## config.mk

```make
export PLATFORM = sky130hd
export DESIGN_NAME = bsag_top
export DESIGN_NICKNAME = d
export VERILOG_FILES = /design/src/bsag_pkg.sv /design/src/bsag_sync.sv /design/src/bsag_top.sv
export VERILOG_INCLUDE_DIRS = /design/src
export SDC_FILE = /design/constraint.sdc
export NUM_CORES = 1
export LEC_CHECK = 0
export ABC_AREA = 1
export BUFFER_PORTS_ARGS = -buffer_cell sky130_fd_sc_hd__buf_2
export CORE_ASPECT_RATIO = 0.75
export CORE_UTILIZATION = 25
export CTS_BUF_LIST = sky130_fd_sc_hd__clkbuf_2 sky130_fd_sc_hd__clkbuf_4 sky130_fd_sc_hd__clkbuf_8
export DETAILED_ROUTE_END_ITERATION = 8
export PLACE_DENSITY = 0.52
export SLEW_MARGIN = 10
export SYNTH_ARGS = -nofsm -noshare
export SYNTH_HDL_FRONTEND = slang
export SYNTH_SLANG_ARGS = --single-unit
```

## constraint.sdc

```tcl
create_clock -name i_clock -period 1.9 [get_ports i_clock]
set_input_delay 0.095 -clock i_clock [delete_from_list [all_inputs] [get_ports i_clock]]
set_output_delay 0.095 -clock i_clock [all_outputs]
set_load 0.02 [all_outputs]
```

## src/bsag_cfg.svh

```systemverilog
// Constants for the bus strobe and address generator: register offsets,
// field positions, reset values and strap timing counts.
// Assumes inclusion by bare name from bsag_top; the package and the memory model do not include it.
`ifndef BSAG_CFG_SVH
`define BSAG_CFG_SVH

// ****************************************************************
// Register offsets (byte addresses on the register port)
// ****************************************************************
`define BSAG_REG_TOP_REGION  8'h00
`define BSAG_REG_CTRL        8'h04
`define BSAG_REG_STATUS      8'h08

// ****************************************************************
// Field positions
// ****************************************************************
`define BSAG_TOP_BASE_LSB    0
`define BSAG_TOP_BASE_MSB    3
`define BSAG_TOP_SIZE_LSB    4
`define BSAG_TOP_SIZE_MSB    5
`define BSAG_CTRL_BUS8_BIT   0
`define BSAG_ST_FLOAT_BIT    0
`define BSAG_ST_CLK_LSB      1
`define BSAG_ST_CLK_MSB      2
`define BSAG_ST_HOLD_BIT     3
`define BSAG_ST_DONE_BIT     4
`define BSAG_ST_STATE_LSB    5
`define BSAG_ST_STATE_MSB    7

// ****************************************************************
// Reset values
// ****************************************************************
`define BSAG_TOP_BASE_RST    4'hF
`define BSAG_TOP_SIZE_RST    2'h0
`define BSAG_BUS8_RST        1'h0
`define BSAG_STRAP_SYNC_RST  4'hF
`define BSAG_BOOT_FETCH_ADDR 20'hFFFF0

// ****************************************************************
// Strap timing, in clock cycles after reset release
// ****************************************************************
`define BSAG_STRAP_TAKE_CYC  2'h2
`define BSAG_STRAP_LIMIT_CYC 3

`endif

```

## src/bsag_pkg.sv

```systemverilog
// Types shared by the bus strobe and address generator modules.
// Assumes no include path; it does not include bsag_cfg.svh.
`default_nettype none

package bsag_pkg;

    // ****************************************************************
    // Enumerations
    // ****************************************************************
    typedef enum logic [2:0] {
        ST_IDLE = 3'h0,
        ST_T1   = 3'h1,
        ST_T2   = 3'h3,
        ST_T3   = 3'h2,
        ST_T4   = 3'h6
    } bsag_state_e;

    // Encoded as {pll_strap2, pll_strap1}
    typedef enum logic [1:0] {
        CLK_RSVD = 2'h0,
        CLK_X1   = 2'h1,
        CLK_DIV2 = 2'h2,
        CLK_X4   = 2'h3
    } bsag_clk_mode_e;

    typedef enum logic [1:0] {
        REF_FETCH  = 2'h0,
        REF_DATA   = 2'h1,
        REF_STACK  = 2'h2,
        REF_STRING = 2'h3
    } bsag_ref_e;

    // ****************************************************************
    // Carriers
    // ****************************************************************
    typedef struct packed {
        logic [15:0] code_seg;
        logic [15:0] data_seg;
        logic [15:0] stack_seg;
        logic [15:0] extra_seg;
    } bsag_segs_s;

    typedef struct packed {
        logic        is_io;
        logic        is_write;
        bsag_ref_e   kind;
        logic        via_base_ptr;
        logic        via_dest_index;
        logic        port_imm;
        logic [7:0]  port_imm8;
        logic [15:0] port_index_reg;
        logic [15:0] offset;
        logic        upper_lane_sel_n;
    } bsag_req_s;

    typedef struct packed {
        logic [19:0] addr;
        logic        top_region_sel_n;
        logic        vector_area_hint;
        logic        hi_lane_store_n;
        logic        lo_lane_store_n;
        logic        byte_store_n;
        logic        store_strobe_n;
    } bsag_pins_s;

    typedef struct packed {
        logic addr;
        logic top_region_sel;
        logic vector_area_hint;
        logic lane_stores;
        logic store_strobe;
    } bsag_oe_s;

endpackage : bsag_pkg

`default_nettype wire

```

## src/bsag_sync.sv

```systemverilog
// Two-stage synchroniser for pin levels entering the clock domain.
// Assumes levels only; pulses shorter than one clock may be missed.
`timescale 1ns/1ns
`default_nettype none

module bsag_sync #(
    parameter int unsigned        WIDTH   = 1,
    parameter logic [WIDTH-1:0]   RST_VAL = '0
) (
    // Clock and reset
    input  wire logic             i_clock,
    input  wire logic             i_rst_b,
    input  wire logic             i_clk_en,
    // Levels
    input  wire logic [WIDTH-1:0] i_async,
    output logic      [WIDTH-1:0] o_sync
);

    logic [WIDTH-1:0] meta_r;

    // First stage feeds only the second stage
    always_ff @(posedge i_clock or negedge i_rst_b) begin
        if (!i_rst_b) begin
            meta_r <= RST_VAL;
            o_sync <= RST_VAL;
        end else if (i_clk_en) begin
            meta_r <= i_async;
            o_sync <= meta_r;
        end
    end

endmodule : bsag_sync

`default_nettype wire

```

## src/bsag_top.sv

```systemverilog
// Bus strobe and address generator: physical and I/O address forming,
// top-region select, vector-area hint, byte store enables, store strobe,
// reset strap capture. Register port: address, data, write/read strobes.
// Assumes the core offers a cycle only while o_cyc_ready is high.
//
// Our own choices: the register offsets and the address-and-strobe port.
`timescale 1ns/1ns
`default_nettype none
`include "bsag_cfg.svh"

module bsag_top (
    // Clock and reset
    input  wire logic                    i_clock,
    input  wire logic                    i_rst_b,
    input  wire logic                    i_clk_en,
    // Reset straps and bus hold (pins)
    input  wire logic                    i_pin_float_req0_n,
    input  wire logic                    i_pin_float_req1_n,
    input  wire logic                    i_pll_strap1,
    input  wire logic                    i_pll_strap2,
    input  wire logic                    i_hold,
    // Core cycle request
    input  wire logic                    i_cyc_req,
    input  wire bsag_pkg::bsag_req_s     i_req,
    input  wire bsag_pkg::bsag_segs_s    i_segs,
    output logic                         o_cyc_ready,
    // Register port
    input  wire logic [7:0]              i_reg_addr,
    input  wire logic [15:0]             i_reg_wdata,
    input  wire logic                    i_reg_wr,
    input  wire logic                    i_reg_rd,
    output logic      [15:0]             o_reg_rdata,
    // Pins
    output bsag_pkg::bsag_pins_s         o_pins,
    output bsag_pkg::bsag_oe_s           o_pins_oe,
    // Strap results
    output logic                         o_float_test_mode,
    output bsag_pkg::bsag_clk_mode_e     o_clk_mode
);
    import bsag_pkg::*;

    localparam int STRAP_LIMIT = `BSAG_STRAP_LIMIT_CYC;

    // ****************************************************************
    // Pin synchronisers
    // ****************************************************************
    logic [3:0] strap_s;
    logic       hold_s;

    bsag_sync #(.WIDTH(4), .RST_VAL(`BSAG_STRAP_SYNC_RST)) u_strap_sync (
        .i_clock  (i_clock),
        .i_rst_b  (i_rst_b),
        .i_clk_en (i_clk_en),
        .i_async  ({i_pin_float_req1_n, i_pin_float_req0_n,
                    i_pll_strap2, i_pll_strap1}),
        .o_sync   (strap_s)
    );

    bsag_sync #(.WIDTH(1), .RST_VAL(1'h0)) u_hold_sync (
        .i_clock  (i_clock),
        .i_rst_b  (i_rst_b),
        .i_clk_en (i_clk_en),
        .i_async  (i_hold),
        .o_sync   (hold_s)
    );

    // ****************************************************************
    // Strap capture after reset release
    // ****************************************************************
    logic [1:0]     strap_cnt_r;
    logic           strap_done_r;
    logic           float_r;
    bsag_clk_mode_e clk_mode_r;

    // Pins settle through the synchroniser before the take cycle
    always_ff @(posedge i_clock or negedge i_rst_b) begin
        if (!i_rst_b) begin
            strap_cnt_r  <= 2'h0;
            strap_done_r <= 1'h0;
            float_r      <= 1'h0;
            clk_mode_r   <= CLK_X4;
        end else if (i_clk_en && !strap_done_r) begin
            if (strap_cnt_r == `BSAG_STRAP_TAKE_CYC) begin
                strap_done_r <= 1'h1;
                float_r      <= (strap_s[3:2] == 2'h0);
                clk_mode_r   <= bsag_clk_mode_e'(strap_s[1:0]);
            end else begin
                strap_cnt_r <= strap_cnt_r + 2'h1;
            end
        end
    end

    assign o_float_test_mode = float_r;
    assign o_clk_mode        = clk_mode_r;

    // ****************************************************************
    // Register port
    // ****************************************************************
    logic [3:0]  top_base_r;
    logic [1:0]  top_size_r;
    logic        bus8_r;
    logic [15:0] rdata_r;
    bsag_state_e state_r;

    always_ff @(posedge i_clock or negedge i_rst_b) begin
        if (!i_rst_b) begin
            top_base_r <= `BSAG_TOP_BASE_RST;
            top_size_r <= `BSAG_TOP_SIZE_RST;
            bus8_r     <= `BSAG_BUS8_RST;
        end else if (i_clk_en && i_reg_wr) begin
            if (i_reg_addr == `BSAG_REG_TOP_REGION) begin
                // Two-bit size code caps the window at 512 Kbyte
                top_base_r <= i_reg_wdata[`BSAG_TOP_BASE_MSB:
                                          `BSAG_TOP_BASE_LSB];
                top_size_r <= i_reg_wdata[`BSAG_TOP_SIZE_MSB:
                                          `BSAG_TOP_SIZE_LSB];
            end
            if (i_reg_addr == `BSAG_REG_CTRL) begin
                bus8_r <= i_reg_wdata[`BSAG_CTRL_BUS8_BIT];
            end
        end
    end

    // Read data valid only in the cycle after the strobe
    always_ff @(posedge i_clock or negedge i_rst_b) begin
        if (!i_rst_b) begin
            rdata_r <= 16'h0000;
        end else if (i_clk_en) begin
            rdata_r <= 16'h0000;
            if (i_reg_rd) begin
                unique case (i_reg_addr)
                    `BSAG_REG_TOP_REGION: begin
                        rdata_r[`BSAG_TOP_BASE_MSB:`BSAG_TOP_BASE_LSB]
                            <= top_base_r;
                        rdata_r[`BSAG_TOP_SIZE_MSB:`BSAG_TOP_SIZE_LSB]
                            <= top_size_r;
                    end
                    `BSAG_REG_CTRL: begin
                        rdata_r[`BSAG_CTRL_BUS8_BIT] <= bus8_r;
                    end
                    `BSAG_REG_STATUS: begin
                        rdata_r[`BSAG_ST_FLOAT_BIT] <= float_r;
                        rdata_r[`BSAG_ST_CLK_MSB:`BSAG_ST_CLK_LSB]
                            <= clk_mode_r;
                        rdata_r[`BSAG_ST_HOLD_BIT]  <= hold_s;
                        rdata_r[`BSAG_ST_DONE_BIT]  <= strap_done_r;
                        rdata_r[`BSAG_ST_STATE_MSB:`BSAG_ST_STATE_LSB]
                            <= state_r;
                    end
                    default: begin
                        rdata_r <= 16'h0000;
                    end
                endcase
            end
        end
    end

    assign o_reg_rdata = rdata_r;

    // ****************************************************************
    // Address forming
    // ****************************************************************
    logic [15:0] seg_sel;
    logic [19:0] addr_nxt;
    logic        acc;

    always_comb begin
        if (i_req.kind == REF_STRING && i_req.via_dest_index) begin
            seg_sel = i_segs.extra_seg;
        end else if (i_req.kind == REF_STACK || i_req.via_base_ptr) begin
            seg_sel = i_segs.stack_seg;
        end else if (i_req.kind == REF_FETCH) begin
            seg_sel = i_segs.code_seg;
        end else begin
            seg_sel = i_segs.data_seg;
        end
        if (i_req.is_io) begin
            addr_nxt = i_req.port_imm ? {12'h000, i_req.port_imm8}
                                      : {4'h0, i_req.port_index_reg};
        end else begin
            // Carry past bit 19 wraps within the megabyte
            addr_nxt = {seg_sel, 4'h0} + {4'h0, i_req.offset};
        end
    end

    function automatic logic region_hit(input logic [19:0] a,
                                        input logic [3:0]  base,
                                        input logic [1:0]  size);
        logic [3:0] mask;
        mask = 4'hF << size;
        return (a[19:16] & mask) == (base & mask);
    endfunction : region_hit

    // ****************************************************************
    // Bus cycle sequencer
    // ****************************************************************
    bsag_state_e state_nxt;
    logic        cyc_write_r;
    logic        cyc_io_r;
    logic        cyc_upper_n_r;

    assign o_cyc_ready = (state_r == ST_IDLE) && !hold_s && !float_r
                         && strap_done_r;
    assign acc = i_cyc_req && o_cyc_ready;

    always_comb begin
        unique case (state_r)
            ST_IDLE: state_nxt = acc ? ST_T1 : ST_IDLE;
            ST_T1:   state_nxt = ST_T2;
            ST_T2:   state_nxt = ST_T3;
            ST_T3:   state_nxt = ST_T4;
            ST_T4:   state_nxt = ST_IDLE;
            default: state_nxt = ST_IDLE;
        endcase
    end

    always_ff @(posedge i_clock or negedge i_rst_b) begin
        if (!i_rst_b) begin
            state_r <= ST_IDLE;
        end else if (i_clk_en) begin
            state_r <= state_nxt;
        end
    end

    always_ff @(posedge i_clock or negedge i_rst_b) begin
        if (!i_rst_b) begin
            cyc_write_r   <= 1'h0;
            cyc_io_r      <= 1'h0;
            cyc_upper_n_r <= 1'h1;
        end else if (i_clk_en && acc) begin
            cyc_write_r   <= i_req.is_write;
            cyc_io_r      <= i_req.is_io;
            cyc_upper_n_r <= i_req.upper_lane_sel_n;
        end
    end

    // ****************************************************************
    // Pin values
    // ****************************************************************
    bsag_pins_s pins_r;
    bsag_oe_s   oe_r;
    logic       strobe_nxt;
    logic       in_store;

    assign in_store   = (state_nxt == ST_T2) || (state_nxt == ST_T3);
    assign strobe_nxt = !(cyc_write_r && in_store);

    always_ff @(posedge i_clock or negedge i_rst_b) begin
        if (!i_rst_b) begin
            pins_r <= '{addr: 20'h00000, default: 1'h1};
            pins_r.vector_area_hint <= 1'h0;
        end else if (i_clk_en) begin
            if (acc) begin
                pins_r.addr <= addr_nxt;
            end
            // Only the first period carries the hint
            pins_r.vector_area_hint <= acc && !(|addr_nxt[19:16]);
            if (acc) begin
                pins_r.top_region_sel_n <= hold_s || i_req.is_io
                    || !region_hit(addr_nxt, top_base_r, top_size_r);
            end else if (state_nxt == ST_IDLE || hold_s) begin
                pins_r.top_region_sel_n <= 1'h1;
            end
            pins_r.store_strobe_n  <= strobe_nxt;
            pins_r.hi_lane_store_n <= cyc_upper_n_r | strobe_nxt;
            pins_r.lo_lane_store_n <= pins_r.addr[0] | strobe_nxt;
            // Eight-bit variant drives early, alongside the address
            if (acc) begin
                pins_r.byte_store_n <= !(bus8_r && i_req.is_write);
            end else begin
                pins_r.byte_store_n <= !(bus8_r && cyc_write_r
                                         && in_store);
            end
        end
    end

    // Float mode never clears short of reset
    always_ff @(posedge i_clock or negedge i_rst_b) begin
        if (!i_rst_b) begin
            oe_r <= '0;
        end else if (i_clk_en) begin
            oe_r.addr             <= !hold_s && !float_r;
            oe_r.top_region_sel   <= !float_r;
            oe_r.vector_area_hint <= !hold_s && !float_r;
            oe_r.lane_stores      <= !hold_s && !float_r;
            oe_r.store_strobe     <= !hold_s && !float_r;
        end
    end

    assign o_pins    = pins_r;
    assign o_pins_oe = oe_r;

    // ****************************************************************
    // Checks
    // ****************************************************************
    logic [19:0] chk_stack_addr;
    logic [19:0] chk_extra_addr;

    assign chk_stack_addr = {i_segs.stack_seg, 4'h0} + {4'h0, i_req.offset};
    assign chk_extra_addr = {i_segs.extra_seg, 4'h0} + {4'h0, i_req.offset};
endmodule : bsag_top

`default_nettype wire

```

==> flow_summary.toml <==
[outcome]
outcome = "finished, violations left"
failed_checks = "setup timing"

[yosys]
yosysSeqAreaShare_pct = 37.75
synth_commonest_cells = "nand2_1 (156), nor2_1 (85), inv_1 (59)"
synth_top_area_cell = "dfrtp_1"
ys.flop_type = "dfrtp_1"
synth-edff-count = 0
synth_top_area_share_pct = 25.55
synth.yosys.warnings = 0
yosys-top-cells-area = "dfrtp_1 (26%), nand2_1 (14%), dfstp_2 (12%), nor2_1 (7.4%), o21ai_0 (5.8%)"
async_flop_share_pct = 100.0
synth_most_common_cell = "nand2_1"
synth-seq-cells = 64
synth.avg_cell_area_um2 = 6.917
synth_area_um2 = 4309
ys_types = 41
netlist_instances = 623

[floorplan]
fp.dieH_um = 115.7
die_x_um = 153.6
core_area_um2 = 16830
rows = 41
start_util_pct = 25.61
die_area_um2 = 17770
io_pins = 198

[timing]
clock_skew_ps = 11.50
fmax_mhz = 490.1
tightest_slew_ps = 729.1
finalCriticalPeriod_ps = 2040
holdWs_ps = 26.17
fin_ws_ps = -140.3
drv_slew = 0
setup_viol = 8
fin_tns_setup_ps = -650.5
final.period_utilization_pct = 107.4
rsz0062_at_grt = "true"
finalHoldViolations = 0
maxSlewHeadroom_pct = 51.21

[cts]
cts_sinks = 64
cts-root-buf = "clkbuf_8"
clockBufferDepth = 2
cts_tree = "built"
cts.htree.levels = 3
cts_inserted_buffers = 9
clk_latency_ps = 350
path_clk_slew_ps = 80

[routing]
avgRoutedWirePerCell_um = 13.20
drt_iter0_drc = 172
vias = 4954
routed_via_density = 4.475
routed_wl_um = 14610
antenna_left = 0
drc = 0
firstDrtPassIters = 4

[power]
power_mw = 5.614
max-vdd-ir-drop_v = 0.0004627
power.leakage_nw = 3.477
power_density_nw_per_um2 = 823.9

[global_routing]
track_usage_pct = 16.66
grt_pass1_wl_um = 23280
grt_pass1_vias = 4676
grt-ovfl-total = 0
grt_max_degree = 65
antenna_found_initial = 1

[cells_and_area]
postLayoutCellArea_um2 = 6814
nets = 1047
fin_util_pct = 40.50
drive_gt1_share_pct = 43.77
layout.cells.non_filler = 1107
areaGrowthSynthToFinish_pct = 58.13
fill_cells = 1794

[worst_hold_path]
hp-class = "in -> reg"

[worst_setup_path]
required_ps = 2140
worstSetupPathType = "in -> reg"
path_max_fanout = 20
crit_path_end_kind = "flop"
crit_arrival_ps = 2280
startpoint_type = "input pin"

[placement]
io_buffers = 179
placed_area_um2 = 5929
pre_cts_slack_ps = -662.8
hpwl_um = 11270
gp_congestion = 0.8300
place_inst = 1055

[run]
cap_violations = 0
==> final timing paths <==
path                                        start                      to  slack, ps  cells after the start
setup / recovery                        i_req[45]              o_pins[18]       -140                     18
hold / removal                          i_req[26]              o_pins[15]         30                      3
setup reg to reg                       state_r[1]               o_pins[5]        180                      9
hold reg to reg            u_strap_sync.meta_r[1]  u_strap_sync.meta_r[1]        470                      2
max in group asynchronous                 i_rst_b  u_strap_sync.o_sync[1]       1280                      3
min in group asynchronous                 i_rst_b      u_hold_sync.meta_r        270                      3
==> cell type report <==
cell class                      count  area (um^2)  share of cell area (%)
Clock buffer                        9        123.9                   1.818
Tap cell                          215        269.0                   3.948
Clock inverter                      7        102.6                   1.506
Timing Repair Buffer              277         1760                   25.84
Sequential cell                    64         1627                   23.87
Timing Repair inverter              2        22.52                  0.3305
Multi-Input combinational cell    467         2645                   38.82
Antenna cell                        1        2.502                 0.03672
Inverter                           65        261.5                   3.838
==> timing repair <==
action / CTS / global route
gates resized for setup: 44 / 50
hold buffers: 16 / 0
gates cloned: 2 / 0
setup endpoints to repair: 11 / 20
endpoints found under the hold margin: 60 / 0
pin swaps: 30 / 34
buffers inserted: 10 / 7
==> where the power goes <==
part,switching (mW),internal (mW),total [mW],leakage [nW]
clock,0.596,0.752,1.35,0.110
combinational,1.39,0.995,2.38,2.62
sequential,0.178,1.70,1.88,0.747
total,2.16,3.45,5.61,3.48
==> layout by cell type, fill, tap and decap left out, types with 5 or more instances in the layout <==
cell,Yosys,layout
a21oi_1,48,39
a21oi_2,1,10
a31oi_1,12,10
buf_2,3,177
buf_4,13,71
buf_6,1,9
clkbuf_8,0,9
conb_1,1,8
dfrtp_1,44,44
dfstp_2,20,20
dlygate4sd3_1,0,16
ha_1,13,10
inv_1,59,56
nand2_1,156,140
nand2_2,4,18
nand3_1,42,28
nand3_2,4,16
nand4_1,8,8
nor2_1,85,75
nor2_4,0,7
o21ai_0,50,36
o21ai_1,2,9
o21ai_2,0,5
o22ai_1,7,7
==> metal layers <==
layer | share of wire, % | up-vias | routed length (um) | track usage [%]
met4 | 1.3 | 0 | 193 | 3.667
met3 | 5.2 | 12 | 757 | 4.001
met2 | 44 | 119 | 6432 | 25.64
met1 | 49 | 2272 | 7229 | 23.62
met5 | 0 | - | 0 | 0
li1 | - | 2551 | - | -
==> cells by family after synthesis <==
| group | after synthesis | synth area share, % |
|---|---|---|
| xor gates and xnor gates | 2 | 0.4066 |
| adders and majority gates | 14 | 4.239 |
| DFF | 64 | 37.75 |
| AOI/OAI and AO/OA | 126 | 15.74 |
| and+or+nand+nor | 317 | 31.71 |
| buffers and inverters | 99 | 10.08 |
| other | 1 | 0.08702 |
==> critical path, stage by stage <==
cell and delay (ps):
buf_6 120, buf_4 110, nand3_2 70, buf_12 160, nor2_1 120, a21oi_2 50, ha_2 200, fa_2 350
nand3_2 90, nand2_4 60, buf_4 140, a31oi_4 160, nor2_4 50, nand2_2 90, nand2_2 60, or2_4 220
nand3_2 50, a21oi_1 50
==> flip-flops by register name (all words and copies together) (netlist names), 2 cells and up <==
register and count:
o_pins 26, o_reg_rdata 8, top_base_r 4, u_strap_sync.meta_r 4, u_strap_sync.o_sync 4, state_r 3
o_clk_mode 2, o_pins_oe 2, strap_cnt_r 2, top_size_r 2
Power figures use the tool's default switching activity.
